**src/hdl/dac_ctrl_pkg.sv**
```systemverilog
/*
 * constants for the two-channel converter control block: register
 * indices, mode bit positions, reset values and widths.
 * assumes: included before every design file that uses it.
 */
package dac_ctrl_pkg;
   localparam int          DATA_W        = 8;
   localparam int          ADDR_W        = 2;
   // register indices on the plain register port
   localparam logic [1:0]  ADDR_VALUE0   = 2'h0;
   localparam logic [1:0]  ADDR_VALUE1   = 2'h1;
   localparam logic [1:0]  ADDR_MODE     = 2'h2;
   // mode register fields
   localparam int          BIT_CHAN0_EN  = 0;
   localparam int          BIT_CHAN1_EN  = 1;
   localparam int          BIT_CHAN0_SEL = 4;
   localparam int          BIT_CHAN1_SEL = 5;
   localparam logic [7:0]  MODE_WMASK    = 8'h33;
   localparam logic [7:0]  RESET_VALUE   = 8'h00;
   localparam logic [7:0]  READ_ZERO     = 8'h00;
   localparam logic [8:0]  FULL_SCALE    = 9'h100;
endpackage : dac_ctrl_pkg

```
**src/hdl/dac_channel.sv**
```systemverilog
/*
 * one converter channel: value register, applied code, trigger gating.
 * assumes: trigger is a one-cycle pulse on the same clock.
 */
`timescale 1ns/1ns
module dac_channel (
   input  wire logic       i_clk,
   input  wire logic       i_rst,
   input  wire logic       i_wr,
   input  wire logic [7:0] i_wdata,
   input  wire logic       i_enable,
   input  wire logic       i_realtime,
   input  wire logic       i_trigger,
   output logic      [7:0] o_applied,
   output logic            o_pending,
   output logic      [7:0] o_code,
   output logic            o_drive
);
   logic [7:0] written;

   ////////////////////////////////////////////////////////////////////
   // written value, whole byte only
   always_ff @(posedge i_clk or posedge i_rst) begin
      if (i_rst) begin
         written <= dac_ctrl_pkg::RESET_VALUE;
      end else if (i_wr) begin
         written <= i_wdata;
      end
   end

   // pending flag: a write wins over a trigger in the same cycle
   always_ff @(posedge i_clk or posedge i_rst) begin
      if (i_rst) begin
         o_pending <= 1'b0;
      end else if (i_wr && i_realtime) begin
         o_pending <= 1'b1;
      end else if (i_trigger || !i_realtime) begin
         o_pending <= 1'b0;
      end
   end

   // applied value: straight through in normal mode, on trigger otherwise
   always_ff @(posedge i_clk or posedge i_rst) begin
      if (i_rst) begin
         o_applied <= dac_ctrl_pkg::RESET_VALUE;
      end else if (!i_realtime && i_wr) begin
         o_applied <= i_wdata;
      end else if (!i_realtime) begin
         o_applied <= written;
      end else if (i_trigger && o_pending) begin
         o_applied <= written;
      end
   end

   // output code and drive, high impedance when disabled
   always_ff @(posedge i_clk or posedge i_rst) begin
      if (i_rst) begin
         o_code  <= dac_ctrl_pkg::RESET_VALUE;
         o_drive <= 1'b0;
      end else begin
         o_code  <= o_applied;
         o_drive <= i_enable;
      end
   end
endmodule : dac_channel

```
**src/hdl/dac_ctrl.sv**
```systemverilog
/*
 * two-channel 8-bit converter control: value registers, mode register,
 * normal and triggered output, register port.
 * assumes: timer events are one-cycle pulses on I_REF_CLK; the analog
 * ladder outside turns O_ANALOG_OUTn codes into reference*code/256.
 */
// The plain strobed port and the register addresses were left to the implementer.
//Contract
//- each channel holds an 8-bit value; output equals reference times value over 256.
//- reset clears both channel value registers to zero.
//- channel value registers are written as whole bytes only.
//- realtime mode reads return the applied value until the trigger.
//- mode register resets to zero, writable per bit or whole byte.
//- disabled channel leaves its analog output high impedance.
//- timer 1 event triggers channel 0, timer 2 event triggers channel 1.
//- mode bit 4 selects channel 0 mode, bit 5 channel 1 mode.
//- each channel converts when its own enable bit is set.
//- normal mode applies a written value at once and holds it.
//- realtime mode holds a new value pending until the next trigger.
`timescale 1ns/1ns
module dac_ctrl (
   input  wire logic       I_REF_CLK,
   input  wire logic       I_RST,
   input  wire logic [1:0] I_ADDR,
   input  wire logic [7:0] I_WDATA,
   input  wire logic       I_WR,
   input  wire logic       I_RD,
   output logic      [7:0] O_RDATA,
   input  wire logic       I_TIMER1_EVENT,
   input  wire logic       I_TIMER2_EVENT,
   input  wire logic       I_BIT_WR,
   input  wire logic [2:0] I_BIT_POS,
   input  wire logic       I_BIT_VAL,
   output logic      [7:0] O_ANALOG_OUT0,
   output logic            O_ANALOG_OUT0_OE,
   output logic      [7:0] O_ANALOG_OUT1,
   output logic            O_ANALOG_OUT1_OE,
   output logic            O_CHAN0_PENDING,
   output logic            O_CHAN1_PENDING
);
   logic [7:0] converter_mode_ctrl;
   logic [7:0] chan0_value;
   logic [7:0] chan1_value;
   logic       chan0_enable;
   logic       chan1_enable;
   logic       chan0_mode_sel;
   logic       chan1_mode_sel;
   logic       wr_value0;
   logic       wr_value1;
   logic       wr_mode;
   logic [7:0] next_mode;

   ////////////////////////////////////////////////////////////////////
   // decode
   assign wr_value0 = I_WR && (I_ADDR == dac_ctrl_pkg::ADDR_VALUE0);
   assign wr_value1 = I_WR && (I_ADDR == dac_ctrl_pkg::ADDR_VALUE1);
   assign wr_mode   = I_WR && (I_ADDR == dac_ctrl_pkg::ADDR_MODE);

   // mode fields
   assign chan0_enable   = converter_mode_ctrl[dac_ctrl_pkg::BIT_CHAN0_EN];
   assign chan1_enable   = converter_mode_ctrl[dac_ctrl_pkg::BIT_CHAN1_EN];
   assign chan0_mode_sel = converter_mode_ctrl[dac_ctrl_pkg::BIT_CHAN0_SEL];
   assign chan1_mode_sel = converter_mode_ctrl[dac_ctrl_pkg::BIT_CHAN1_SEL];

   // next mode value: byte write or single bit write
   always_comb begin
      next_mode = converter_mode_ctrl;
      if (wr_mode) begin
         next_mode = I_WDATA & dac_ctrl_pkg::MODE_WMASK;
      end else if (I_BIT_WR) begin
         next_mode[I_BIT_POS] = I_BIT_VAL;
         next_mode = next_mode & dac_ctrl_pkg::MODE_WMASK;
      end
   end

   ////////////////////////////////////////////////////////////////////
   // mode register
   always_ff @(posedge I_REF_CLK or posedge I_RST) begin
      if (I_RST) begin
         converter_mode_ctrl <= dac_ctrl_pkg::RESET_VALUE;
      end else begin
         converter_mode_ctrl <= next_mode;
      end
   end

   ////////////////////////////////////////////////////////////////////
   // channels
   dac_channel u_chan0 (
      .i_clk      (I_REF_CLK),
      .i_rst      (I_RST),
      .i_wr       (wr_value0),
      .i_wdata    (I_WDATA),
      .i_enable   (chan0_enable),
      .i_realtime (chan0_mode_sel),
      .i_trigger  (I_TIMER1_EVENT),
      .o_applied  (chan0_value),
      .o_pending  (O_CHAN0_PENDING),
      .o_code     (O_ANALOG_OUT0),
      .o_drive    (O_ANALOG_OUT0_OE)
   );

   dac_channel u_chan1 (
      .i_clk      (I_REF_CLK),
      .i_rst      (I_RST),
      .i_wr       (wr_value1),
      .i_wdata    (I_WDATA),
      .i_enable   (chan1_enable),
      .i_realtime (chan1_mode_sel),
      .i_trigger  (I_TIMER2_EVENT),
      .o_applied  (chan1_value),
      .o_pending  (O_CHAN1_PENDING),
      .o_code     (O_ANALOG_OUT1),
      .o_drive    (O_ANALOG_OUT1_OE)
   );

   ////////////////////////////////////////////////////////////////////
   // read data, one cycle after the strobe only
   always_ff @(posedge I_REF_CLK or posedge I_RST) begin
      if (I_RST) begin
         O_RDATA <= dac_ctrl_pkg::READ_ZERO;
      end else if (I_RD) begin
         unique case (I_ADDR)
            dac_ctrl_pkg::ADDR_VALUE0: O_RDATA <= chan0_value;
            dac_ctrl_pkg::ADDR_VALUE1: O_RDATA <= chan1_value;
            dac_ctrl_pkg::ADDR_MODE:   O_RDATA <= converter_mode_ctrl;
            default:                   O_RDATA <= dac_ctrl_pkg::READ_ZERO;
         endcase
      end else begin
         O_RDATA <= dac_ctrl_pkg::READ_ZERO;
      end
   end
endmodule : dac_ctrl

```
**config.mk**
```make
export PLATFORM = sky130hd
export DESIGN_NAME = dac_ctrl
export DESIGN_NICKNAME = d
export VERILOG_FILES = /design/src/hdl/dac_ctrl_pkg.sv /design/src/hdl/dac_channel.sv /design/src/hdl/dac_ctrl.sv
export SDC_FILE = /design/constraint.sdc
export NUM_CORES = 1
export LEC_CHECK = 0
export BUFFER_PORTS_ARGS = -buffer_cell sky130_fd_sc_hd__buf_2
export CAP_MARGIN = 25
export CORE_ASPECT_RATIO = 1.1
export CORE_MARGIN = 2
export CORE_UTILIZATION = 30
export DETAILED_ROUTE_END_ITERATION = 6
export SYNTH_ARGS = -nofsm -noshare
export SYNTH_HDL_FRONTEND = slang
export SYNTH_HIERARCHICAL = 1
export SYNTH_SLANG_ARGS = --single-unit
```
**constraint.sdc**
```tcl
create_clock -name I_REF_CLK -period 1.8 [get_ports I_REF_CLK]
set_input_delay 0.36 -clock I_REF_CLK [delete_from_list [all_inputs] [get_ports I_REF_CLK]]
set_output_delay 0.36 -clock I_REF_CLK [all_outputs]
set_load 0.02 [all_outputs]
```
# Yosys cells after proc, flatten, opt, wreduce, memory -nomap -nowiden
# Index checks and enable logic that the tools add are counted.
[word_totals] regBits=68 latchBits=0 ram_bits=0 rom_bits=0 n_memories=0
[op_classes] add_sub_neg=0 n_mul=0 n_div=0 order_cmp=2 eq_ne=4 shifts=0 muxes=17 bitwise=0 n_reduce_logical=18
[ops] op="2-to-1 mux 8 bit" n=9
[ops] op="case mux 8 bit (3 select lines)" n=1
[ops] op="logical AND 1 bit" n=10
[ops] op="bitwise mux 8 bit" n=1
[ops] op="!= test 3 x 1 -> 1 bit, second input constant" n=2
[ops] op="nonzero test 2 bit" n=3
[ops] op="2-to-1 mux 1 bit" n=5
[ops] op="< comparator 3 x 4 -> 1 bit, second input constant" n=1
[ops] op="demux 1 bit (select 3 bit)" n=1
[ops] op=">= comparator 3 x 1 -> 1 bit, second input constant" n=1
[ops] op="equality test 2 x 1 -> 1 bit, second input constant" n=1
[ops] op="equality test 2 bit, second input constant" n=1
[ops] op="logical NOT 1 bit" n=2
[ops] op="logical NOT 2 bit" n=1
[ops] op="logical OR 1 bit" n=2

# Depth between registers and ports, before layout
# Gate-level depths: netlist of the first run.
[logic_depth] word_depth=7 ltp_mapped=7 depth_no_buf=4

# Modules after synthesis
# Netlist of the first run, hierarchy kept.
[modules_own_cells] mod="dac_channel" instances=2 cells_each=66 area_each_um2=978.4 seq_area_each_um2=650.6
[modules_own_cells] mod="dac_ctrl" instances=1 cells_each=60 area_each_um2=651.9 seq_area_each_um2=300.3

# Worst setup path before layout of the first run
# Ideal clock, no wire load.
[synth_path] kind="input-to-reg" start="input port I_ADDR[1]" end="register u_chan1.o_applied[2]" setup_time_ps=127 arrival_ps=1346 t_required_ps=1673 path_slack_ps=327 cell_stages=7 path_cell_list="clkbuf_1 and3b_2 buf_6 nand2b_4 buf_8 mux2i_1 o21ai_1"
[synth_via] elab_chain_cells=4 elab_cells_between_ends=5
[synth_rtl] item="start, declared" line_no="dac_ctrl.sv:24" rtl="input wire logic [1:0] I_ADDR,"
[synth_rtl] item="equality test 2 x 1 -> 1 bit *" line_no="dac_ctrl.sv:56" rtl="assign wr_value1 = I_WR && (I_ADDR == dac_ctrl_pkg::ADDR_VALUE1);"
[synth_rtl] item="logical AND 1 bit *" line_no="dac_ctrl.sv:56"
[synth_rtl] item="named net wr_value1" line_no="dac_ctrl.sv:49" rtl="logic wr_value1;"
[synth_rtl] item="logical AND 1 bit *" line_no="dac_channel.sv:46" rtl="end else if (!i_realtime && i_wr) begin"
[synth_rtl] item="!= test 3 x 1 -> 1 bit (no line) or 2-to-1 mux 8 bit (tied branches)"
[synth_rtl] item="end signal, assigned" line_no="dac_channel.sv:45" rtl="o_applied <= dac_ctrl_pkg::RESET_VALUE;"
[synth_rtl] item="end signal, assigned" line_no="dac_channel.sv:47" rtl="o_applied <= i_wdata;"
[synth_rtl] item="end signal, assigned" line_no="dac_channel.sv:49" rtl="o_applied <= written;"
[synth_rtl] item="end, declared" line_no="dac_channel.sv:14" rtl="output logic [7:0] o_applied,"
# The timed path passes the listed nets; every way through them passes the cells marked *.
# A chain may end at the register's enable or synchronous reset.

# Worst setup path in the final report of the first run
[layout_path] start="register u_chan1.o_pending" end="output port O_CHAN1_PENDING"
[layout_rtl] item="start, declared" line_no="dac_channel.sv:15" rtl="output logic o_pending,"
[layout_rtl] item="start signal, assigned" line_no="dac_channel.sv:34" rtl="o_pending <= 1'b0;"
[layout_rtl] item="start signal, assigned" line_no="dac_channel.sv:36" rtl="o_pending <= 1'b1;"
[layout_rtl] item="start signal, assigned" line_no="dac_channel.sv:38" rtl="o_pending <= 1'b0;"
[layout_rtl] item="end, declared" line_no="dac_ctrl.sv:39" rtl="output logic O_CHAN1_PENDING"
# No word-level cell between the ends.

==> flow_results.xml, run 1 <==
<?xml version="1.0" encoding="UTF-8"?>
<metrics>
  <group name="status">
    <metric name="run_status" unit="">finished, final reports clean</metric>
  </group>
  <group name="critical_path">
    <metric name="crit_chain" unit="">buf_2</metric>
    <metric name="timing.critical_path.max_delay_family" unit="">flip-flops</metric>
    <metric name="worstSetupPathType" unit="">reg2out</metric>
    <metric name="worstSetupStartpointType" unit="">register</metric>
    <metric name="critical_path.max_stage_delay" unit="ns">0.41</metric>
    <metric name="timing.critical_path.required" unit="ns">1.44</metric>
    <metric name="arrival" unit="ns">0.94</metric>
    <metric name="worstPathMaxFanout" unit="">3</metric>
    <metric name="worst-path-buf-inv" unit="">1</metric>
    <metric name="critPathSlowestCell" unit="">dfrtp_1</metric>
    <metric name="critPathCaptureType" unit="">output port</metric>
  </group>
  <group name="routing">
    <metric name="wire_per_inst" unit="microns">14.05</metric>
    <metric name="drt_pass1_iterations" unit="">4</metric>
    <metric name="drc" unit="">0</metric>
    <metric name="antenna_violating_nets_post_route" unit="">0</metric>
    <metric name="post_drt_via_cell_ratio" unit="">4.338</metric>
    <metric name="initial_drt_markers" unit="">37</metric>
    <metric name="detailed_route_via_count" unit="">1579</metric>
    <metric name="wirelength" unit="microns">5113</metric>
  </group>
  <group name="final_layout">
    <metric name="antenna_cells" unit="">0</metric>
    <metric name="flow.area_growth_from_synthesis" unit="%">20.00</metric>
    <metric name="ratio_of_cells_with_drive_above_1_in_the_final_layout" unit="%">36.76</metric>
    <metric name="layout.cells.most_common_list" unit="">64 x dfrtp_1, 48 x buf_2, 28 x mux2i_1</metric>
    <metric name="final_nets" unit="">269</metric>
    <metric name="mostFrequentLayoutCell" unit="">dfrtp_1</metric>
  </group>
  <group name="logic_synthesis">
    <metric name="synth.yosys.seq_area_share" unit="%">61.39</metric>
    <metric name="syn-instance-count" unit="">192</metric>
    <metric name="synth-edff-count" unit="">0</metric>
    <metric name="post_synth.cell_area_avg" unit="sq um">13.59</metric>
    <metric name="synth_top_area_share" unit="%">61.39</metric>
    <metric name="ys_seq_elements" unit="">64</metric>
    <metric name="yosysTopAreaCell" unit="">dfrtp_1</metric>
    <metric name="synth_warnings" unit="">6</metric>
    <metric name="post_synth_num_cell_types" unit="">27</metric>
    <metric name="ys_dominant_reg_cell" unit="">dfrtp_1</metric>
    <metric name="synth.area.top_cells" unit="">dfrtp_1 61%, mux2i_1 11%, mux2_2 6.9%</metric>
    <metric name="ys_async_sr_fraction" unit="%">100.0</metric>
    <metric name="synth_area" unit="sq mm">0.002609</metric>
    <metric name="synthesis.nets" unit="">213</metric>
  </group>
  <group name="power">
    <metric name="overall_power_of_the_completed_layout" unit="mW">4.049</metric>
    <metric name="pwr_density_cell" unit="mW/mm^2">1293</metric>
    <metric name="vdd.ir_drop.worst" unit="mV">0.3674</metric>
    <metric name="cellLeakagePower" unit="nW">1.578</metric>
  </group>
  <group name="floorplan">
    <metric name="die_area" unit="sq mm">0.009458</metric>
    <metric name="die-width" unit="microns">92.91</metric>
    <metric name="core_ar" unit="sq mm">0.008408</metric>
    <metric name="io_pins" unit="">49</metric>
    <metric name="starting_utilization_of_the_core_area" unit="%">31.03</metric>
    <metric name="core.rowCount" unit="">35</metric>
    <metric name="die_height" unit="microns">101.8</metric>
  </group>
  <group name="timing">
    <metric name="fmax" unit="GHz">0.7705</metric>
    <metric name="layout_setup_ws" unit="ns">0.5022</metric>
    <metric name="worst_hold_slack" unit="ns">0.3153</metric>
    <metric name="finalCriticalPeriod" unit="ns">1.298</metric>
    <metric name="hold_viol_final" unit="">0</metric>
    <metric name="setup-violations-final" unit="">0</metric>
    <metric name="worst_slew_pin_slew" unit="ns">0.4746</metric>
    <metric name="setup_tns" unit="ns">0</metric>
    <metric name="finClkSkew" unit="ns">0.009597</metric>
    <metric name="setup_repair_after_global_routing_missed_its_margin" unit="">false</metric>
    <metric name="period_share" unit="%">72.10</metric>
    <metric name="timing.final.max_slew_violations" unit="">0</metric>
    <metric name="maxSlewHeadroom" unit="%">68.32</metric>
  </group>
  <group name="cts">
    <metric name="cts_buffers" unit="">9</metric>
    <metric name="clockRootBuffer" unit="">clkbuf_8</metric>
    <metric name="post-cts-setup-buffer-count" unit="">0</metric>
    <metric name="h_tree_depth" unit="">3</metric>
    <metric name="worst_setup_hold_path_clk_slew" unit="ns">0.07</metric>
    <metric name="clock_path_buffers" unit="">2</metric>
    <metric name="clk-insertion-delay-late" unit="ns">0.33</metric>
    <metric name="tritoncts_num_sinks" unit="">64</metric>
    <metric name="tritoncts" unit="">yes</metric>
  </group>
  <group name="placed_design">
    <metric name="place.gp.congestion" unit="">0.7255</metric>
    <metric name="place.port_buffers" unit="">48</metric>
    <metric name="dp_hpwl" unit="microns">3906</metric>
    <metric name="placement.setup.worst_slack" unit="ns">0.2899</metric>
  </group>
  <group name="global_routing">
    <metric name="grt_total_ovfl" unit="">0</metric>
    <metric name="grt.total_usage" unit="%">12.22</metric>
    <metric name="antenna_found_initial" unit="">0</metric>
    <metric name="grt_pass1_vias" unit="">1628</metric>
    <metric name="first_pass_grt_wire_length" unit="microns">8466</metric>
    <metric name="grt_start_max_net_pins" unit="">24</metric>
  </group>
  <group name="run">
    <metric name="timing.max_cap.violations" unit="">0</metric>
  </group>
  <group name="hold_path">
    <metric name="hold_path_class" unit="">in2reg</metric>
  </group>
</metrics>
[stage by stage]
step                utilization, %  cell area [sq um]  cells
detailed placement           34.97               2940    347
finish                       37.23               3131    364
global route                 37.23               3131    364
global placement             34.97               2940    347
CTS                          37.23               3131    364
floorplan                        -               2609    192
[timing repair]
item,in CTS,in global routing
hold endpoints to repair,3,0
hold buffers,1,0
resized for setup,0,0
[layer usage]
layer / vias to the layer above / wire (microns) / global-route usage, %
met1: 764 / 2216 / 14.96
met2: 35 / 2582 / 19.51
met4: 0 / 111 / 6.787
li1: 772 / - / -
met5: - / 0 / 0
met3: 8 / 203 / 3.497
[registers in the layout, summed over array words and instances, names as in the netlist]
name                 count
u_chan0/o_pending        1
O_RDATA                  8
u_chan0/written          8
u_chan0/o_applied        8
converter_mode_ctrl      4
u_chan1/o_drive          1
u_chan1/o_applied        8
u_chan1/written          8
u_chan0/o_drive          1
u_chan1/o_pending        1
u_chan0/o_code           8
u_chan1/o_code           8
[layout make-up]
class / instances / area, sq um
fillers: 842 / 5278
flip-flops and latches: 64 / 1602
multi-input cells: 117 / 905.9
repair buffers: 53 / 292.8
well taps: 111 / 138.9
clock buffers: 12 / 135.1
clock inverters: 4 / 45.04
inverters: 3 / 11.26
[power by group]
part | internal (mW) | leakage, nW | switching, mW
sequential | 1.82 | 0.786 | 0.214
clock | 0.634 | 0.0941 | 0.498
combinational | 0.367 | 0.698 | 0.520
total | 2.82 | 1.58 | 1.23
[cells in the mapped netlist, drive strengths merged (2+ instances only)]
library cell,count
a21boi,6
a21oi,4
and4bb,2
buf,7
dfrtp,64
inv,3
mux2,16
mux2i,28
nand2,20
nand2b,3
nor2,8
nor2b,2
o21a,2
o21ai,16
or2,4
[path summary, 6_finish.rpt]
check                      cells past startpoint  slack [ns]              startpoint              endpoint
max in group asynchronous                      4        0.76                   I_RST     u_chan1/o_code[1]
hold / removal                                 2        0.32                    I_RD            O_RDATA[1]
min in group asynchronous                      3        0.49                   I_RST       u_chan0/o_drive
setup / recovery                               1        0.50       u_chan1/o_pending       O_CHAN1_PENDING
setup reg to reg                               2        0.59  converter_mode_ctrl[4]  u_chan0/o_applied[5]
hold reg to reg                                0        0.40  converter_mode_ctrl[1]       u_chan1/o_drive
[cell families after synthesis]
group | count (synthesis) | synth area share (%)
AOI/OAI and AO/OA | 28 | 7.002
buffers and inverters | 11 | 3.885
DFF | 64 | 61.39
muxes | 44 | 17.65
and+or+nand+nor | 45 | 10.07
No activity file was read; power rests on OpenSTA's default activity.
==> inputs of run 2 (changes only) <==
- ABC_AREA: not set -> 1
- clock period: 1.8 -> 1.3 ns (I/O delays scaled with it)
==> run 2 against run 1 <==
Compared with the run above: clock skew shrank 0.0035 ns; combinational power grew 26%; cell count grew 34%; largest power group unchanged; synthesized cell count grew 61%; clock power grew 78%; global-route usage grew 1.2 points; synthesized area grew 4.8%; first-iteration DRC count grew to 3.8 times the previous value; sequential power grew 31%.
==> flow_results.xml, run 2 <==
<?xml version="1.0" encoding="UTF-8"?>
<metrics>
  <group name="final_layout">
    <metric name="finalInstanceArea" unit="sq mm">0.003349</metric>
    <metric name="flow.area_growth_from_synthesis" unit="%">22.52</metric>
    <metric name="post-route-util" unit="%">37.75</metric>
    <metric name="antenna_cells" unit="">0</metric>
    <metric name="ratio_of_cells_with_drive_above_1_in_the_final_layout" unit="%">23.32</metric>
    <metric name="layout.cells.most_common_list" unit="">101 x nand2_1, 64 x dfrtp_1, 50 x inv_1</metric>
    <metric name="mostFrequentLayoutCell" unit="">nand2_1</metric>
    <metric name="finalNonFillerCells" unit="">487</metric>
    <metric name="final_nets" unit="">389</metric>
  </group>
  <group name="critical_path">
    <metric name="worstPathMaxFanout" unit="">3</metric>
    <metric name="critical_path.max_stage_delay" unit="ns">0.39</metric>
    <metric name="worst-path-buf-inv" unit="">1</metric>
    <metric name="crit_chain" unit="">buf_2</metric>
    <metric name="crit_path_start" unit="">u_chan0/o_pending</metric>
    <metric name="critPathCaptureType" unit="">output port</metric>
    <metric name="worstSetupStartpointType" unit="">register</metric>
    <metric name="arrival" unit="ns">0.89</metric>
    <metric name="r2r_start" unit="">converter_mode_ctrl[4]</metric>
    <metric name="critPathSlowestCell" unit="">dfrtp_1</metric>
    <metric name="reg2reg_slack" unit="ns">0.22</metric>
    <metric name="r2r-end" unit="">u_chan0/o_applied[7]</metric>
    <metric name="reg2reg_depth" unit="">5</metric>
    <metric name="timing.critical_path.max_delay_family" unit="">flip-flops</metric>
    <metric name="timing.critical_path.required" unit="ns">1.04</metric>
    <metric name="worstSetupPathType" unit="">reg2out</metric>
  </group>
  <group name="floorplan">
    <metric name="die_area" unit="sq mm">0.009893</metric>
    <metric name="core_ar" unit="sq mm">0.008874</metric>
    <metric name="io_pins" unit="">49</metric>
    <metric name="core.rowCount" unit="">36</metric>
    <metric name="die-width" unit="microns">95.02</metric>
    <metric name="die_height" unit="microns">104.1</metric>
    <metric name="starting_utilization_of_the_core_area" unit="%">30.81</metric>
  </group>
  <group name="routing">
    <metric name="antenna_violating_nets_post_route" unit="">0</metric>
    <metric name="wire_per_inst" unit="microns">12.39</metric>
    <metric name="drc" unit="">0</metric>
    <metric name="detailed_route_via_count" unit="">2080</metric>
    <metric name="post_drt_via_cell_ratio" unit="">4.271</metric>
    <metric name="drt_pass1_iterations" unit="">5</metric>
    <metric name="wirelength" unit="microns">6036</metric>
    <metric name="initial_drt_markers" unit="">140</metric>
  </group>
  <group name="logic_synthesis">
    <metric name="post_synth_num_cell_types" unit="">18</metric>
    <metric name="syn-instance-count" unit="">310</metric>
    <metric name="synth_top_family_by_area" unit="">simple AND/OR/NAND/NOR gates</metric>
    <metric name="synthSimpleGateAreaFrac" unit="%">27.00</metric>
    <metric name="synth.yosys.seq_area_share" unit="%">58.58</metric>
    <metric name="synth.area.top_cells" unit="">dfrtp_1 59%, nand2_1 14%, nand3_1 7.0%</metric>
    <metric name="synth_area" unit="sq mm">0.002734</metric>
    <metric name="synth_fa_ha_area_share" unit="%">0</metric>
    <metric name="post_synth.cell_area_avg" unit="sq um">8.819</metric>
    <metric name="synthesis.nets" unit="">331</metric>
    <metric name="synth-xor-area-share" unit="%">0</metric>
    <metric name="synth-compound-area-share" unit="%">4.027</metric>
    <metric name="synth_top_area_share" unit="%">58.58</metric>
    <metric name="yosysTopAreaCell" unit="">dfrtp_1</metric>
    <metric name="synth_warnings" unit="">6</metric>
    <metric name="synth-edff-count" unit="">0</metric>
    <metric name="ys_async_sr_fraction" unit="%">100.0</metric>
    <metric name="ys_dominant_reg_cell" unit="">dfrtp_1</metric>
    <metric name="yosysMostFrequentCell" unit="">nand2_1</metric>
    <metric name="synthTopCellsByCount" unit="">101 x nand2_1, 64 x dfrtp_1, 50 x inv_1</metric>
    <metric name="synth_mux_area_share" unit="%">0</metric>
    <metric name="ys_seq_elements" unit="">64</metric>
  </group>
  <group name="power">
    <metric name="overall_power_of_the_completed_layout" unit="mW">5.793</metric>
    <metric name="vdd.ir_drop.worst" unit="mV">0.5867</metric>
    <metric name="cellLeakagePower" unit="nW">1.833</metric>
    <metric name="pwr_density_cell" unit="mW/mm^2">1730</metric>
  </group>
  <group name="timing">
    <metric name="fmax" unit="GHz">0.8686</metric>
    <metric name="worst_slew_pin_slew" unit="ns">0.4997</metric>
    <metric name="setup_repair_after_global_routing_missed_its_margin" unit="">false</metric>
    <metric name="setup_tns" unit="ns">0</metric>
    <metric name="hold_viol_final" unit="">0</metric>
    <metric name="finalCriticalPeriod" unit="ns">1.151</metric>
    <metric name="finClkSkew" unit="ns">0.006106</metric>
    <metric name="setup-violations-final" unit="">0</metric>
    <metric name="layout_setup_ws" unit="ns">0.1488</metric>
    <metric name="maxSlewHeadroom" unit="%">66.65</metric>
    <metric name="period_share" unit="%">88.56</metric>
    <metric name="timing.final.max_slew_violations" unit="">0</metric>
    <metric name="worst_hold_slack" unit="ns">0.1785</metric>
  </group>
  <group name="cts">
    <metric name="worst_setup_hold_path_clk_slew" unit="ns">0.07</metric>
    <metric name="clockRootBuffer" unit="">clkbuf_8</metric>
    <metric name="cts_repair_resize_count" unit="">0</metric>
    <metric name="h_tree_depth" unit="">3</metric>
    <metric name="post-cts-setup-buffer-count" unit="">0</metric>
    <metric name="tritoncts_num_sinks" unit="">64</metric>
    <metric name="tritoncts" unit="">yes</metric>
    <metric name="clk-insertion-delay-late" unit="ns">0.34</metric>
    <metric name="cts_buffers" unit="">9</metric>
    <metric name="clock_path_buffers" unit="">2</metric>
  </group>
  <group name="global_routing">
    <metric name="first_pass_grt_wire_length" unit="microns">10120</metric>
    <metric name="grt_start_max_net_pins" unit="">27</metric>
    <metric name="grt_total_ovfl" unit="">0</metric>
    <metric name="grt_pass1_vias" unit="">2047</metric>
    <metric name="antenna_found_initial" unit="">0</metric>
    <metric name="grt.total_usage" unit="%">13.45</metric>
  </group>
  <group name="hold_path">
    <metric name="worstHoldStart" unit="">I_RD</metric>
    <metric name="worstHoldEndpoint" unit="">O_RDATA[5]</metric>
    <metric name="hold_path_class" unit="">in2reg</metric>
    <metric name="worstHoldPathCells" unit="">3</metric>
  </group>
  <group name="placed_design">
    <metric name="placedInstanceArea" unit="sq mm">0.003104</metric>
    <metric name="dp_hpwl" unit="microns">4476</metric>
    <metric name="dpl.cell_count" unit="">470</metric>
    <metric name="place.port_buffers" unit="">48</metric>
    <metric name="placement.setup.worst_slack" unit="ns">0.01426</metric>
    <metric name="place.gp.congestion" unit="">0.8711</metric>
  </group>
  <group name="status">
    <metric name="run_status" unit="">finished, final reports clean</metric>
  </group>
  <group name="run">
    <metric name="timing.max_cap.violations" unit="">0</metric>
  </group>
</metrics>
[run 2: worst max-delay path by stage]
| stage | end | slack [ns] | cells past startpoint |
|---|---|---|---|
| after floorplan | u_chan1/o_applied[2] | 0.24 | 7 |
| after global placement | u_chan0/o_applied[7] | 0.02 | 7 |
| after detailed placement | u_chan0/o_applied[6] | 0.01 | 7 |
| after CTS | O_CHAN0_PENDING | 0.13 | 1 |
| after global routing | O_CHAN0_PENDING | 0.09 | 1 |
| final | O_CHAN0_PENDING | 0.15 | 1 |
[run 2: repair_timing]
item | 4_1_cts | 5_1_grt
hold endpoints to repair | 64 | 0
endpoints found under the setup margin | 0 | 0
hold buffers | 1 | 0
[run 2: cell families after synthesis]
kind of cell,after synthesis
and+or+nand+nor,163
DFF,64
AOI/OAI and AO/OA,22
buffers and inverters,61
[run 2: where the power goes]
group | switching, mW | internal [mW]
logic | 0.756 | 0.359
clock network | 0.746 | 1.27
registers | 0.243 | 2.42
[run 2: layout make-up]
cell class                 instances  area, sq um
fill                             901         5524
sequential                        64         1602
multi-input combinational        185        858.3
timing repair buffer              53        305.3
inverter                          55        206.4
tap                              114        142.6
clock buffer                      10        127.6
clock inverter                     6        107.6
[run 2: routing by layer]
layer  share of wire [%]  GRT usage [%]
met1                  48          18.44
met2                  45          19.40
met3                 5.2          4.420
met4                 1.2          5.694
met5                   0              0
